--- src/pkg/acmp_pkg.sv ---
package acmp_pkg;

  // ----------------------------------------------------------------
  // Register map (byte addresses on the APB)
  // ----------------------------------------------------------------
  localparam logic [7:0] OFF_CONFA   = 8'h00;
  localparam logic [7:0] OFF_CONFB   = 8'h04;
  localparam logic [7:0] OFF_WCONF   = 8'h08;
  localparam logic [7:0] OFF_EVSRC0  = 8'h0C;
  localparam logic [7:0] OFF_EVSRC1  = 8'h10;
  localparam logic [7:0] OFF_EN      = 8'h1C;
  localparam logic [7:0] OFF_DIS     = 8'h20;
  localparam logic [7:0] OFF_SUT     = 8'h24;
  localparam logic [7:0] OFF_SR      = 8'h40;
  localparam logic [7:0] OFF_SCR     = 8'h44;
  localparam logic [7:0] OFF_VERSION = 8'h48;

  // Identification value; arbitrary.
  localparam logic [31:0] VERSION_VALUE = 32'h0000_0001;

  // ----------------------------------------------------------------
  // Field positions
  // ----------------------------------------------------------------
  localparam int CONF_PAD_OFF = 31;
  localparam int CONF_SPEED   = 28;
  localparam int CONF_HYST_LO = 24;
  localparam int CONF_NEG_LO  = 16;
  localparam int CONF_POS_LO  = 8;
  localparam int CONF_IRQ_LO  = 0;
  localparam int WCONF_SEL_LO = 8;
  localparam int WCONF_IRQ_LO = 0;
  // EN / DIS bits.
  localparam int EN_AC_LO     = 0;
  localparam int EN_CMP_LO    = 2;
  localparam int EN_WINDOW    = 4;
  // SR bits; SCR clears the flag bits.
  localparam int SR_OUT_LO    = 0;
  localparam int SR_WOUT      = 2;
  localparam int SR_RDY_LO    = 3;
  localparam int SR_WRDY      = 5;
  localparam int SR_ENA_LO    = 6;
  localparam int SR_FLAG_LO   = 8;

  localparam int SEL_W  = 4;
  localparam int SUT_W  = 16;
  localparam logic [31:0] CONF_RESET = 32'h8000_0000;

  // Interrupt condition codes.
  localparam logic [1:0] COND_RISE   = 2'h0;
  localparam logic [1:0] COND_FALL   = 2'h1;
  localparam logic [1:0] COND_TOGGLE = 2'h2;
  // Highest event source code that selects anything.
  localparam logic [3:0] EVENT_SOURCE_FIELD_LAST  = 4'h8;

  typedef struct packed {
    logic             pad_off;
    logic             high_speed;
    logic [1:0]       hyst;
    logic [SEL_W-1:0] neg_sel;
    logic [SEL_W-1:0] pos_sel;
    logic [1:0]       irq_cond;
  } comp_conf_t;

  typedef struct packed {
    logic             enable;
    logic             high_speed;
    logic [1:0]       hyst;
    logic [SEL_W-1:0] pos_sel;
    logic [SEL_W-1:0] neg_sel;
    logic             pad_off;
  } comp_drive_t;

endpackage

--- src/design/comparator_interface.sv ---
// Chosen here: the address map and the APB slave port.
`timescale 1ns/100ps

// Summary of operation
// Each comparator output is high when positive input exceeds negative.
// A comparator output reads 0 while its ready status is low.
// Normal mode runs both comparators independently.
// Two output events, each chosen by its own event source field.
// Each comparator has one interrupt: rise, fall or toggle.
// Window mode joins A negative and B positive to one common input.
// Window output high when common lies between B negative and A positive.
// Window output held at 0 while window ready is low.
// In window mode events may also follow the window output.
// Window mode adds a window interrupt: enter, leave or toggle.
// Common select overrides A negative and B positive selects.
// Speed bit one gives high speed, zero gives low power.
// Hysteresis field passes straight to its comparator.
// After enable, ready stays low for the start-up delay, then sets.
// Window ready only while both comparators are ready.
// After start-up, comparison toggles on or off with no new wait.
// Freeze in debug unless run-in-debug and mask bit are both set.
// Stays clocked while enabled and can request a wake from sleep.
// Comparator interrupt codes: 00 rise, 01 fall, 10 toggle.
// Event codes 0-2 A, 3-5 B, 6-8 window, 9-15 no event.
// Window interrupt codes: 00 enter, 01 leave, 10 toggle.
// Start-up counted in bus clocks; raised interrupts latch until cleared.
// Edges found against previous cycle; each event is a one-cycle pulse.
module comparator_interface (
  input  wire logic                      mclk,
  input  wire logic                      reset,
  input  wire logic                      psel,
  input  wire logic                      penable,
  input  wire logic                      pwrite,
  input  wire logic [7:0]                paddr,
  input  wire logic [31:0]               pwdata,
  output logic      [31:0]               prdata,
  output logic                           pready,
  output logic                           pslverr,
  input  wire logic [1:0]                comp_raw,
  input  wire logic                      debug_halt,
  input  wire logic                      run_in_debug,
  input  wire logic                      peripheral_debug_mask,
  output acmp_pkg::comp_drive_t          drive_a,
  output acmp_pkg::comp_drive_t          drive_b,
  output logic      [1:0]                cmp_out,
  output logic                           win_out,
  output logic      [1:0]                event_out,
  output logic      [2:0]                irq,
  output logic                           wake_req
);

  // ----------------------------------------------------------------
  // Configuration storage
  // ----------------------------------------------------------------
  acmp_pkg::comp_conf_t                  conf [2];
  logic [acmp_pkg::SEL_W-1:0]            window_common_input_field;
  logic [1:0]                            window_irq_condition_field;
  logic [3:0]                            event_source_field [2];
  logic [acmp_pkg::SUT_W-1:0]            startup_delay_field;
  logic                                  window_mode;
  logic [1:0]                            ac_en;
  logic [1:0]                            comparison_enable_bit;
  logic [1:0]                            comparator_ready_flag;
  logic [acmp_pkg::SUT_W-1:0]            sut_cnt [2];
  logic [1:0]                            sync1;
  logic [1:0]                            sync2;
  logic [1:0]                            out_prev;
  logic                                  win_prev;
  logic [2:0]                            flag;

  logic        access;
  logic        wr_take;
  logic        frozen;
  logic        window_ready_flag;
  logic [1:0]  next_out;
  logic        next_win;
  logic [2:0]  irq_hit;
  logic [1:0]  ev_hit;
  logic [31:0] rd_val;
  logic        rd_ok;

  // Condition test shared by comparator and window interrupts.
  function automatic logic cond_hit(input logic [1:0] c,
                                    input logic prev,
                                    input logic cur);
    case (c)
      acmp_pkg::COND_RISE:   cond_hit = cur & ~prev;
      acmp_pkg::COND_FALL:   cond_hit = prev & ~cur;
      acmp_pkg::COND_TOGGLE: cond_hit = prev ^ cur;
      default:               cond_hit = 1'b0;
    endcase
  endfunction

  // Event decode: groups of three codes per source, rise/fall/either.
  function automatic logic ev_decode(input logic [3:0] code,
                                     input logic [2:0] prev,
                                     input logic [2:0] cur,
                                     input logic       wmode);
    logic [1:0] src;
    logic [1:0] kind;
    src  = 2'd0;
    kind = 2'd0;
    if (code > acmp_pkg::EVENT_SOURCE_FIELD_LAST) begin
      ev_decode = 1'b0;
    end else begin
      src  = 2'(code / 4'd3);
      kind = 2'(code % 4'd3);
      if (src == 2'd2 && !wmode) begin
        ev_decode = 1'b0;
      end else begin
        ev_decode = cond_hit(kind, prev[src], cur[src]);
      end
    end
  endfunction

  // ----------------------------------------------------------------
  // APB slave: one wait state, read data captured with pready
  // ----------------------------------------------------------------
  assign access  = psel & penable;
  assign wr_take = access & pready & pwrite;

  always_comb begin
    rd_val = 32'h0000_0000;
    rd_ok  = 1'b1;
    case (paddr)
      acmp_pkg::OFF_CONFA:   rd_val = {conf[0].pad_off, 2'b00,
                                       conf[0].high_speed, 2'b00,
                                       conf[0].hyst, 4'h0, conf[0].neg_sel,
                                       4'h0, conf[0].pos_sel, 6'h00,
                                       conf[0].irq_cond};
      acmp_pkg::OFF_CONFB:   rd_val = {conf[1].pad_off, 2'b00,
                                       conf[1].high_speed, 2'b00,
                                       conf[1].hyst, 4'h0, conf[1].neg_sel,
                                       4'h0, conf[1].pos_sel, 6'h00,
                                       conf[1].irq_cond};
      acmp_pkg::OFF_WCONF:   rd_val = {20'h0_0000, window_common_input_field,
                                       6'h00, window_irq_condition_field};
      acmp_pkg::OFF_EVSRC0:  rd_val = {28'h000_0000, event_source_field[0]};
      acmp_pkg::OFF_EVSRC1:  rd_val = {28'h000_0000, event_source_field[1]};
      acmp_pkg::OFF_EN,
      acmp_pkg::OFF_DIS,
      acmp_pkg::OFF_SCR:     rd_val = 32'h0000_0000;
      acmp_pkg::OFF_SUT:     rd_val = {16'h0000, startup_delay_field};
      acmp_pkg::OFF_SR:      rd_val = {21'h00_0000, flag, 
                                       comparison_enable_bit, window_ready_flag,
                                       comparator_ready_flag, win_out,
                                       cmp_out};
      acmp_pkg::OFF_VERSION: rd_val = acmp_pkg::VERSION_VALUE;
      default:               rd_ok  = 1'b0;
    endcase
  end

  always_ff @(posedge mclk) begin
    if (reset) begin
      pready  <= 1'b0;
      prdata  <= 32'h0000_0000;
      pslverr <= 1'b0;
    end else begin
      pready  <= access & ~pready;
      prdata  <= (access & ~pready & ~pwrite) ? rd_val : 32'h0000_0000;
      pslverr <= access & ~pready & ~rd_ok;
    end
  end

  // ----------------------------------------------------------------
  // Configuration registers
  // ----------------------------------------------------------------
  always_ff @(posedge mclk) begin
    if (reset) begin
      for (int i = 0; i < 2; i++) begin
        conf[i]               <= acmp_pkg::comp_conf_t'(0);
        conf[i].pad_off       <= acmp_pkg::CONF_RESET[acmp_pkg::CONF_PAD_OFF];
        event_source_field[i] <= 4'h0;
      end
      window_common_input_field  <= '0;
      window_irq_condition_field <= 2'h0;
      startup_delay_field        <= '0;
    end else if (wr_take) begin
      for (int i = 0; i < 2; i++) begin
        if (paddr == (i == 0 ? acmp_pkg::OFF_CONFA : acmp_pkg::OFF_CONFB))
        begin
          conf[i].pad_off    <= pwdata[acmp_pkg::CONF_PAD_OFF];
          conf[i].high_speed <= pwdata[acmp_pkg::CONF_SPEED];
          conf[i].hyst       <= pwdata[acmp_pkg::CONF_HYST_LO +: 2];
          conf[i].neg_sel    <= pwdata[acmp_pkg::CONF_NEG_LO +:
                                       acmp_pkg::SEL_W];
          conf[i].pos_sel    <= pwdata[acmp_pkg::CONF_POS_LO +:
                                       acmp_pkg::SEL_W];
          conf[i].irq_cond   <= pwdata[acmp_pkg::CONF_IRQ_LO +: 2];
        end
      end
      if (paddr == acmp_pkg::OFF_WCONF) begin
        window_common_input_field  <= pwdata[acmp_pkg::WCONF_SEL_LO +:
                                             acmp_pkg::SEL_W];
        window_irq_condition_field <= pwdata[acmp_pkg::WCONF_IRQ_LO +: 2];
      end
      if (paddr == acmp_pkg::OFF_EVSRC0)
        event_source_field[0] <= pwdata[3:0];
      if (paddr == acmp_pkg::OFF_EVSRC1)
        event_source_field[1] <= pwdata[3:0];
      if (paddr == acmp_pkg::OFF_SUT)
        startup_delay_field <= pwdata[acmp_pkg::SUT_W-1:0];
    end
  end

  // ----------------------------------------------------------------
  // Enable, start-up and comparison control
  // ----------------------------------------------------------------
  // Debug freeze stalls the start-up count and all edge detection.
  assign frozen = debug_halt
                  & ~(run_in_debug & peripheral_debug_mask);

  always_ff @(posedge mclk) begin
    if (reset) begin
      ac_en                 <= 2'b00;
      comparison_enable_bit <= 2'b00;
      comparator_ready_flag <= 2'b00;
      window_mode           <= 1'b0;
      for (int i = 0; i < 2; i++)
        sut_cnt[i] <= '0;
    end else begin
      for (int i = 0; i < 2; i++) begin
        if (wr_take && paddr == acmp_pkg::OFF_DIS &&
            pwdata[acmp_pkg::EN_AC_LO + i]) begin
          ac_en[i]                 <= 1'b0;
          comparator_ready_flag[i] <= 1'b0;
          comparison_enable_bit[i] <= 1'b0;
        end else if (wr_take && paddr == acmp_pkg::OFF_EN &&
                     pwdata[acmp_pkg::EN_AC_LO + i] && !ac_en[i]) begin
          // A fresh enable restarts the wait from zero.
          ac_en[i]                 <= 1'b1;
          comparison_enable_bit[i] <= 1'b1;
          sut_cnt[i]               <= '0;
        end else begin
          if (ac_en[i] && !comparator_ready_flag[i] && !frozen) begin
            if (sut_cnt[i] >= startup_delay_field)
              comparator_ready_flag[i] <= 1'b1;
            else
              sut_cnt[i] <= sut_cnt[i] + 16'h0001;
          end
          // Comparison switching leaves ready untouched.
          if (wr_take && paddr == acmp_pkg::OFF_EN &&
              pwdata[acmp_pkg::EN_CMP_LO + i])
            comparison_enable_bit[i] <= 1'b1;
          if (wr_take && paddr == acmp_pkg::OFF_DIS &&
              pwdata[acmp_pkg::EN_CMP_LO + i])
            comparison_enable_bit[i] <= 1'b0;
        end
      end
      if (wr_take && paddr == acmp_pkg::OFF_EN &&
          pwdata[acmp_pkg::EN_WINDOW])
        window_mode <= 1'b1;
      if (wr_take && paddr == acmp_pkg::OFF_DIS &&
          pwdata[acmp_pkg::EN_WINDOW])
        window_mode <= 1'b0;
    end
  end

  assign window_ready_flag = window_mode
                             & (&comparator_ready_flag);

  // ----------------------------------------------------------------
  // Analog drive
  // ----------------------------------------------------------------
  always_ff @(posedge mclk) begin
    if (reset) begin
      drive_a <= '{default: '0, pad_off: 1'b1};
      drive_b <= '{default: '0, pad_off: 1'b1};
    end else begin
      drive_a.enable     <= ac_en[0];
      drive_a.high_speed <= conf[0].high_speed;
      drive_a.hyst       <= conf[0].hyst;
      drive_a.pos_sel    <= conf[0].pos_sel;
      drive_a.neg_sel    <= window_mode ? window_common_input_field
                                        : conf[0].neg_sel;
      drive_a.pad_off    <= conf[0].pad_off;
      drive_b.enable     <= ac_en[1];
      drive_b.high_speed <= conf[1].high_speed;
      drive_b.hyst       <= conf[1].hyst;
      drive_b.pos_sel    <= window_mode ? window_common_input_field
                                        : conf[1].pos_sel;
      drive_b.neg_sel    <= conf[1].neg_sel;
      drive_b.pad_off    <= conf[1].pad_off;
    end
  end

  // ----------------------------------------------------------------
  // Outputs, window function, events and interrupt flags
  // ----------------------------------------------------------------
  // The raw compare lines are asynchronous to mclk, hence two flops.
  always_ff @(posedge mclk) begin
    if (reset) begin
      sync1 <= 2'b00;
      sync2 <= 2'b00;
    end else begin
      sync1 <= comp_raw;
      sync2 <= sync1;
    end
  end

  // Each comparator is gated only by its own ready and comparison bits.
  assign next_out = sync2 & comparator_ready_flag
                    & comparison_enable_bit;
  // A high means common below A's positive; B high means above B's negative.
  assign next_win = window_ready_flag & next_out[0]
                    & next_out[1];

  always_comb begin
    for (int i = 0; i < 2; i++)
      irq_hit[i] = ~frozen & cond_hit(conf[i].irq_cond, out_prev[i],
                                      cmp_out[i]);
    irq_hit[2] = ~frozen & window_mode
                 & cond_hit(window_irq_condition_field, win_prev,
                            win_out);
    for (int i = 0; i < 2; i++)
      ev_hit[i] = ~frozen & ev_decode(event_source_field[i],
                                      {win_prev, out_prev},
                                      {win_out, cmp_out}, window_mode);
  end

  always_ff @(posedge mclk) begin
    if (reset) begin
      cmp_out   <= 2'b00;
      win_out   <= 1'b0;
      out_prev  <= 2'b00;
      win_prev  <= 1'b0;
      event_out <= 2'b00;
    end else begin
      cmp_out  <= next_out;
      win_out  <= next_win;
      if (!frozen) begin
        out_prev <= cmp_out;
        win_prev <= win_out;
      end
      event_out <= ev_hit;
    end
  end

  // Set wins over a clear arriving in the same cycle.
  always_ff @(posedge mclk) begin
    if (reset) begin
      flag     <= 3'b000;
      irq      <= 3'b000;
      wake_req <= 1'b0;
    end else begin
      for (int i = 0; i < 3; i++) begin
        if (irq_hit[i])
          flag[i] <= 1'b1;
        else if (wr_take && paddr == acmp_pkg::OFF_SCR &&
                 pwdata[acmp_pkg::SR_FLAG_LO + i])
          flag[i] <= 1'b0;
      end
      irq      <= flag;
      wake_req <= |flag;
    end
  end
endmodule

--- config.mk ---
export PLATFORM = sky130hd
export DESIGN_NAME = comparator_interface
export DESIGN_NICKNAME = d
export VERILOG_FILES = /design/src/pkg/acmp_pkg.sv /design/src/design/comparator_interface.sv
export SDC_FILE = /design/constraint.sdc
export NUM_CORES = 1
export LEC_CHECK = 0
export ABC_CLOCK_PERIOD_IN_PS = 4100
export BUFFER_PORTS_ARGS = -buffer_cell sky130_fd_sc_hd__buf_2
export CAP_MARGIN = 20
export CORE_MARGIN = 5
export CORE_UTILIZATION = 45
export CTS_BUF_LIST = sky130_fd_sc_hd__clkbuf_8
export DETAILED_ROUTE_END_ITERATION = 6
export GPL_TIMING_DRIVEN = 0
export HOLD_SLACK_MARGIN = 0.05
export PLACE_DENSITY = 0.64
export SYNTH_ARGS = -nofsm -noshare
export SYNTH_HDL_FRONTEND = slang
export SYNTH_SLANG_ARGS = --single-unit
export TNS_END_PERCENT = 50
--- constraint.sdc ---
create_clock -name mclk -period 4.1 [get_ports mclk]
set_input_delay 0.205 -clock mclk [delete_from_list [all_inputs] [get_ports mclk]]
set_output_delay 0.205 -clock mclk [all_outputs]
set_load 0.02 [all_outputs]
==> impl_metrics.py, run 1 <==
metrics = {
    "clock_tree": {
        "clk_latency_ns": 0.48,
        "cts_buffers": 17,
        "root_buffer": "clkbuf_8",
        "htreeDepth": 4,
        "cts_tree": "yes",
        "clockBufferDepth": 2,
        "cts.sinks": 168,
        "path_clk_slew_ns": 0.11,
    },
    "power": {
        "p_sw_frac": 0.273,
        "p_sw_mw": 0.922,
        "peakVddDrop_mv": 0.225,
        "intPower_mw": 2.46,
        "clockPowerShare": 0.394,
        "pwr-share-comb": 0.075,
        "p_per_area_nw_per_um2": 343,
        "power_frac_seq": 0.531,
        "p_leak_nw": 3.89,
    },
    "drt": {
        "routed.top_layer": "met4",
        "num_vias": 6776,
        "routed_wl_um": 22400,
        "remaining_drc_errors": 0,
        "route.met3.wl_um": 1240,
        "drtAntennaViolNets": 0,
        "wl_met1_um": 10400,
        "routed-wl-met2_um": 10500,
        "detail_route.vias_per_cell": 5.48,
        "first_pass_iters": 5,
        "avgRoutedWirePerCell_um": 18.2,
        "drtIter0Drc": 509,
    },
    "timing": {
        "rsz0062_at_grt": "no",
        "finalSetupViolCount": 0,
        "tns_ns": 0,
        "max_slew.worst_pin.slew_ns": 1.11,
        "period_share": 0.867,
        "slew_headroom": 0.256,
        "finalHoldViolCount": 0,
        "max_freq_ghz": 0.281,
        "finClkSkew_ns": 0.0148,
        "slew_viol_final": 0,
        "period_needed_ns": 3.55,
    },
    "yosys": {
        "yosys_register_bits": 168,
        "ys_top_cells_by_count": "dfxtp_1, nand2_1, edfxtp_1",
        "synth-edff-count": 67,
        "ys.flop_type": "dfxtp_1",
        "netlist.area_leader.share": 0.243,
        "synthesis.area_sq_um": 8310,
        "seq_area_frac_synth": 0.486,
        "synth-adder-area-share": 0.0753,
        "yosys_warnings": 0,
        "synthMuxAreaShare": 0.0295,
        "synth.area.top_cells": "dfxtp_1, edfxtp_1, ha_1",
        "synth_compound_area_frac": 0.106,
        "avgSynthCellArea_sq_um": 9.88,
        "synthCells": 841,
        "ys_types": 65,
        "synthSimpleGateAreaFrac": 0.226,
        "synthArstFlopShare": 0,
        "yosysTopAreaCell": "dfxtp_1",
        "synthXorXnorAreaFrac": 0.0316,
        "synth_top_family_by_area": "simple AND/OR/NAND/NOR gates",
        "synth_most_common_cell": "dfxtp_1",
    },
    "global_routing": {
        "grt-ovfl-total": 0,
        "grt_max_degree": 20,
        "grt_pass1_wl_um": 35300,
        "antenna_found_initial": 0,
        "grt_pass1_vias": 6524,
        "track_usage": 0.211,
    },
    "run_status": {
        "outcome": "completed",
    },
    "die": {
        "start_util": 0.459,
        "fp.dieArea_sq_um": 21300,
        "pin_count": 119,
        "die_y_um": 146,
        "die_w_um": 146,
        "coreArea_sq_um": 18100,
        "fp-row-count": 49,
    },
    "placed_design": {
        "io_buffers": 100,
        "placed_area_sq_um": 9140,
        "dp_hpwl_um": 16800,
        "globalplace.congestion": 0.888,
    },
    "setup_path": {
        "end_kind": "register",
        "start_kind": "register",
        "worstPathMaxFanout": 5,
        "required_ns": 4.47,
        "crit_arrival_ns": 3.93,
        "worstSetupPathType": "reg2reg",
    },
    "run": {
        "cap_violations": 0,
    },
    "final_layout": {
        "layout-drive-gt1-share": 0.175,
        "diodes": 0,
        "final_nets": 1094,
        "area_growth_pct": 18.6,
        "final_core_util": 0.545,
        "stdcell_area_sq_um": 9850,
    },
    "min_path": {
        "worst_hold_path_type": "in2reg",
    },
}
## per-stage QoR
step / setup slack, ns / hold WS [ns] / power, mW / instances
3_3_place_gp: 0.192 / 0.420 / 2.06 / 1177
2_1_floorplan: 0.870 / 0.284 / 1.97 / 848
6_report: 0.547 / 0.0753 / 3.38 / 1236
4_1_cts: 0.550 / 0.0514 / 3.40 / 1236
5_1_grt: 0.204 / 0.0791 / 3.50 / 1236
3_5_place_dp: 0.568 / 0.425 / 2.07 / 1179
## sequential cells by signal, summed over array words and instances (netlist names), 2 cells and up
signal / count
conf: 28
sut_cnt: 32
sync2: 2
prdata: 24
drive_b: 13
out_prev: 2
comparison_enable_bit: 2
startup_delay_field: 16
event_out: 2
window_irq_condition_field: 2
flag: 3
irq: 3
window_common_input_field: 4
ac_en: 2
comparator_ready_flag: 2
event_source_field: 8
cmp_out: 2
sync1: 2
drive_a: 13
## worst paths after layout
path                                          startpoint  cells after the start                      to  slack, ns
worst min register to register                  sync1[1]                      1                sync2[1]       0.46
worst max-delay path            event_source_field[0][6]                     16            event_out[1]       0.55
worst min-delay path                           pwdata[0]                      3  startup_delay_field[0]       0.08
worst max register to register  event_source_field[0][6]                     16            event_out[1]       0.55
## layout by cell type, fill, tap and decap left out, drive strengths merged, types with 3 or more instances in the layout
cell,n
a21oi,46
nor3,41
or2,3
nand4,11
a32oi,3
dlygate4sd3,25
inv,48
o21a,7
and2,22
nor4,12
xnor2,25
ha,50
buf,125
a22o,10
edfxtp,67
nor4b,4
nand3b,8
mux2,4
xor2,5
nand2,78
dfxtp,101
o21ai,19
mux2i,20
a211oi,9
nor2b,33
and3,25
o211ai,3
nor3b,6
nand3,32
nand2b,10
a222oi,3
clkbuf,37
nor2,59
clkinv,4
conb,8
a22oi,13
a2111oi,3
## area by class of cell
type,count,area (sq um)
timing repair buffer,127,773
tap,229,287
sequential,168,4030
fill,1623,8240
clock inverter,15,223
inverter,40,150
buffer,43,223
multi-input combinational,597,3930
clock buffer,17,234
## power groups by stage
| stage | logic (mW) | clock network, mW | registers [mW] |
|---|---|---|---|
| floorplan | 0.132 | 0 | 1.84 |
| global placement | 0.228 | 0 | 1.83 |
| global route | 0.276 | 1.42 | 1.80 |
| CTS | 0.252 | 1.35 | 1.80 |
| finish | 0.254 | 1.33 | 1.80 |
| detailed placement | 0.233 | 0 | 1.83 |
## routing by layer
| metal | track usage | vias up |
|---|---|---|
| li1 | - | 3309 |
| met1 | 0.291 | 3226 |
| met2 | 0.342 | 212 |
| met3 | 0.0377 | 29 |
| met4 | 0.0565 | 0 |
| met5 | 0 | - |
## logic make-up (layout without fill, tap and decap cells)
kind of cell | after synthesis | in the layout
muxes | 24 | 24
other | 1 | 8
buffers and inverters | 83 | 242
and+or+nand+nor | 353 | 353
AOI/OAI and AO/OA | 132 | 132
DFF | 168 | 168
xor gates and xnor gates | 30 | 30
adders and majority gates | 50 | 50
## timing repair
action / CTS / global route
hold buffers: 25 / 0
buffers inserted: 0 / 0
endpoints found under the hold margin: 40 / 0
resized for setup: 0 / 0
## critical path: stages (launching register included)
cell	delay [ns]
edfxtp_1	0.50
nor2b_1	0.20
ha_1	0.18
inv_1	0.05
ha_1	0.16
xor2_1	0.20
a21oi_1	0.10
ha_1	0.23
nor3b_1	0.43
mux2i_1	0.24
o21a_1	0.16
inv_1	0.05
ha_1	0.26
inv_1	0.04
mux2_2	0.25
a221oi_1	0.32
nor3_1	0.08
Power figures use the tool's default switching activity.
==> run 2, diff against run 1 <==
Settings changed: CORE_UTILIZATION 45 to 35, PLACE_DENSITY 0.64 to 0.54.
==> impl_metrics.py, run 2 (same netlist as run 1, synthesis figures left out) <==
metrics = {
    "run_status": {
        "outcome": "completed",
    },
    "clock_tree": {
        "htreeDepth": 4,
        "path_clk_slew_ns": 0.11,
        "cts.sinks": 168,
        "clockBufferDepth": 2,
        "cts_tree": "yes",
        "clk_latency_ns": 0.47,
        "root_buffer": "clkbuf_8",
        "cts_buffers": 17,
        "postCtsSetupBuffers": 0,
    },
    "die": {
        "die_w_um": 164,
        "die_y_um": 164,
        "fp-row-count": 56,
        "pin_count": 119,
        "start_util": 0.355,
        "coreArea_sq_um": 23400,
        "fp.dieArea_sq_um": 26900,
    },
    "final_layout": {
        "largest_reg_flops": 32,
        "diodes": 0,
        "area_growth_pct": 19.7,
        "layout-drive-gt1-share": 0.176,
        "top_regs": "sut_cnt: 32 flops, conf: 28 flops, prdata: 24 flops",
        "final_cell_mix": "buf_2, dfxtp_1, nand2_1",
        "final_core_util": 0.425,
        "top_register": "sut_cnt",
        "final_nets": 1094,
        "final_common_cell": "buf_2",
        "fillCellCount": 2395,
    },
    "global_routing": {
        "grt-ovfl-total": 0,
        "grt_max_degree": 22,
        "grt_pass1_wl_um": 37000,
        "antenna_found_initial": 0,
        "track_usage": 0.181,
        "grt_pass1_vias": 6428,
    },
    "power": {
        "peakVddDrop_mv": 0.201,
        "p_per_area_nw_per_um2": 335,
        "power.total_mw": 3.34,
        "p_leak_nw": 3.88,
    },
    "run": {
        "cap_violations": 0,
    },
    "drt": {
        "first_pass_iters": 6,
        "drtIter0Drc": 516,
        "detail_route.vias_per_cell": 5.07,
        "drtAntennaViolNets": 0,
        "avgRoutedWirePerCell_um": 18.1,
        "remaining_drc_errors": 0,
        "routed_wl_um": 24000,
        "num_vias": 6719,
    },
    "timing": {
        "timing.final.ws_setup_ns": 0.589,
        "period_share": 0.856,
        "finClkSkew_ns": 0.0163,
        "period_needed_ns": 3.51,
        "max_slew.worst_pin.slew_ns": 1.01,
        "finalHoldViolCount": 0,
        "max_freq_ghz": 0.285,
        "slew_viol_final": 0,
        "tns_ns": 0,
        "finalSetupViolCount": 0,
        "holdWs_ns": 0.101,
        "slew_headroom": 0.324,
        "rsz0062_at_grt": "no",
    },
    "setup_path": {
        "required_ns": 4.47,
        "worstSetupPathType": "reg2reg",
        "worst_r2r_startpoint": "event_source_field[0][3]",
        "crit_arrival_ns": 3.88,
        "worstPathMaxFanout": 5,
        "critical_path.startpoint": "event_source_field[0][3]",
        "end_kind": "register",
        "rrSetupSlack_ns": 0.59,
        "start_kind": "register",
    },
    "placed_design": {
        "io_buffers": 100,
        "dp_hpwl_um": 18100,
        "globalplace.congestion": 0.864,
        "pre_cts_slack_ns": 0.588,
    },
    "min_path": {
        "hp-start": "pwrite",
        "worst_hold_path_type": "in2reg",
    },
}
==> run 2: cell types whose count changed in the layout (fill, tap and decap cells not counted), sizes merged <==
cell | before | now
bufinv | 2 | 0
clkinv | 4 | 8
clkinvlp | 1 | 0
inv | 48 | 47
==> run 2: path summary, 6_finish.rpt <==
| kind | to | cells after the start |
|---|---|---|
| setup / recovery | event_out[0] | 16 |
| hold / removal | prdata[15] | 2 |
| setup reg to reg | event_out[0] | 16 |
| hold reg to reg | sync2[1] | 1 |
==> run 2: routing by layer <==
metal	GRT usage	vias to the layer above	share of wire
met1	0.259	3195	0.48
li1	-	3307	-
met3	0.0316	25	0.051
met5	0	-	0
met4	0.0488	0	0.017
met2	0.282	192	0.45
==> run 2: final cells by class <==
type	instances	area, sq um	share of cell area
buffer	43	223	0.0224
clock buffer	17	234	0.0235
clock inverter	15	211	0.0213
inverter	40	150	0.0151
multi-input combinational	597	3930	0.395
sequential	168	4030	0.406
tap	319	399	0.0401
timing repair buffer	127	766	0.0770
==> run 2: report_power, final <==
part / total (mW) / switching [mW] / internal [mW]
clock network: 1.28 / 0.795 / 0.489
logic: 0.256 / 0.157 / 0.0997
registers: 1.80 / 0.0302 / 1.77
total: 3.34 / 0.982 / 2.36
==> run 2: per-stage QoR <==
step / cell area (sq um) / std cells
2_1_floorplan: 8330 / 848
3_3_place_gp: 9230 / 1267
3_5_place_dp: 9240 / 1268
4_1_cts: 9930 / 1324
5_1_grt: 9950 / 1326
6_report: 9950 / 1326
==> run 2: timing repair <==
item	CTS	global route
gates resized for setup	0	0
hold buffers	24	1
hold endpoints to repair	36	1
==> run 2: critical path, cell delays in order, from the launching register on <==
cell,delay [ns]
edfxtp_1,0.48
nor2b_1,0.19
ha_1,0.17
inv_1,0.04
ha_1,0.19
xnor2_1,0.13
and2_1,0.19
ha_1,0.20
nor3b_1,0.48
mux2i_1,0.25
o21a_1,0.16
inv_1,0.05
ha_1,0.27
inv_1,0.04
mux2_2,0.25
a211oi_1,0.25
nor3_1,0.07
==> run 3, diff against run 2 <==
Settings changed: ABC_CLOCK_PERIOD_IN_PS 4100 to 4200.
Clock period 4.1 ns to 4.2 ns, I/O delays scaled along.
==> impl_metrics.py, run 3 (same netlist as run 1, synthesis figures left out) <==
metrics = {
    "run_status": {
        "outcome": "completed",
    },
    "clock_tree": {
        "clockBufferDepth": 2,
        "cts.sinks": 168,
        "clk_latency_ns": 0.47,
        "path_clk_slew_ns": 0.11,
        "root_buffer": "clkbuf_8",
        "cts_tree": "yes",
        "cts_buffers": 17,
        "hold_buffers": 24,
        "htreeDepth": 4,
        "postCtsSetupBuffers": 0,
        "postCtsResizedCells": 0,
    },
    "setup_path": {
        "rrSetupSlack_ns": 0.69,
        "end_kind": "register",
        "worstSetupPathType": "reg2reg",
        "start_kind": "register",
        "endpoint": "event_out[0]",
        "required_ns": 4.57,
        "worstPathMaxFanout": 5,
        "worst_r2r_startpoint": "event_source_field[0][3]",
        "reg2reg_depth": 16,
        "timing.rr.end": "event_out[0]",
        "critical_path.startpoint": "event_source_field[0][3]",
        "crit_arrival_ns": 3.88,
    },
    "power": {
        "intPower_mw": 2.30,
        "power_frac_seq": 0.539,
        "clockPowerShare": 0.385,
        "p_sw_frac": 0.294,
        "p_per_area_nw_per_um2": 328,
        "pwr-share-comb": 0.076,
        "peakVddDrop_mv": 0.198,
        "p_sw_mw": 0.957,
        "p_leak_nw": 3.88,
    },
    "timing": {
        "period_needed_ns": 3.51,
        "max_slew.worst_pin.slew_ns": 0.995,
        "finalSetupViolCount": 0,
        "slew_viol_final": 0,
        "slew_headroom": 0.333,
        "rsz0062_at_grt": "no",
        "finalHoldViolCount": 0,
        "period_share": 0.835,
        "tns_ns": 0,
        "max_freq_ghz": 0.285,
        "finClkSkew_ns": 0.0152,
    },
    "drt": {
        "routed_wl_um": 24000,
        "remaining_drc_errors": 0,
        "first_pass_iters": 5,
        "drtIter0Drc": 554,
        "avgRoutedWirePerCell_um": 18.1,
        "num_vias": 6723,
        "drtAntennaViolNets": 0,
        "detail_route.vias_per_cell": 5.07,
    },
    "min_path": {
        "worst_hold_path_type": "in2reg",
    },
    "global_routing": {
        "grt_pass1_vias": 6428,
        "grt-ovfl-total": 0,
        "antenna_found_initial": 0,
        "grt_max_degree": 22,
        "track_usage": 0.181,
        "grt_pass1_wl_um": 37000,
    },
    "final_layout": {
        "diodes": 0,
        "largest_reg_flops": 32,
        "area_growth_pct": 19.6,
        "stdcell_area_sq_um": 9940,
        "layout-drive-gt1-share": 0.176,
        "top_regs": "sut_cnt: 32 flops, conf: 28 flops, prdata: 24 flops",
        "top_register": "sut_cnt",
        "final_nets": 1093,
        "final_cell_mix": "buf_2, dfxtp_1, nand2_1",
        "final_common_cell": "buf_2",
    },
    "placed_design": {
        "io_buffers": 100,
        "dp_hpwl_um": 18100,
        "placed_area_sq_um": 9240,
        "globalplace.congestion": 0.864,
    },
    "die": {
        "fp.dieArea_sq_um": 26900,
        "die_y_um": 164,
        "fp-row-count": 56,
        "coreArea_sq_um": 23400,
        "pin_count": 119,
        "die_w_um": 164,
        "start_util": 0.355,
    },
    "run": {
        "cap_violations": 0,
    },
}
run 3: per-layer routing:
layer	part of all wire	up-vias	wire length, um	track usage
met3	0.052	24	1250	0.0316
met5	0	-	0	0
met1	0.48	3198	11500	0.259
met2	0.45	196	10800	0.282
met4	0.018	0	433	0.0488
li1	-	3305	-	-
run 3: layout make-up:
cell class	count	area, sq um
fillers	2396	13500
clock buffers	17	234
inverters	40	150
plain buffers	43	223
repair buffers	126	756
flip-flops and latches	168	4030
clock inverters	15	211
well taps	319	399
multi-input cells	597	3930
run 3: worst min-delay path by stage:
stage | start | end | slack [ns] | depth (start not counted)
finish | pwdata[0] | startup_delay_field[0] | 0.09 | 3
global route | pwdata[0] | startup_delay_field[0] | 0.05 | 3
CTS | pwdata[0] | startup_delay_field[0] | 0.06 | 3
detailed placement | sync1[1] | sync2[1] | 0.42 | 1
global placement | sync1[1] | sync2[1] | 0.43 | 1
floorplan | pwrite | prdata[12] | 0.29 | 1
run 3: worst max-delay path, cell delays in order (launching register included):
cell and delay (ns):
edfxtp_1 0.47, nor2b_1 0.18, ha_1 0.17, inv_1 0.04, ha_1 0.19, xnor2_1 0.13, and2_1 0.19, ha_1 0.20
nor3b_1 0.48, mux2i_1 0.25, o21a_1 0.16, inv_1 0.05, ha_1 0.27, inv_1 0.04, mux2_2 0.25, a211oi_1 0.25
nor3_1 0.07
run 3: through the flow:
stage | cells | setup WS, ns | utilization | power [mW] | hold WS (ns)
final | 1325 | 0.691 | 0.425 | 3.26 | 0.0874
after global routing | 1325 | 0.445 | 0.425 | 3.38 | 0.0503
after CTS | 1324 | 0.654 | 0.424 | 3.28 | 0.0566
after detailed placement | 1268 | 0.688 | 0.395 | 2.02 | 0.423
after global placement | 1267 | 0.113 | 0.395 | 2.02 | 0.426
after floorplan | 848 | 0.970 | - | 1.92 | 0.289
run 3: power by group through the flow:
| stage | clock network, mW | logic, mW | registers, mW |
|---|---|---|---|
| final | 1.25 | 0.249 | 1.75 |
| after global routing | 1.35 | 0.272 | 1.76 |
| after CTS | 1.27 | 0.248 | 1.75 |
| after detailed placement | 0 | 0.230 | 1.79 |
| after global placement | 0 | 0.227 | 1.79 |
| after floorplan | 0 | 0.129 | 1.79 |
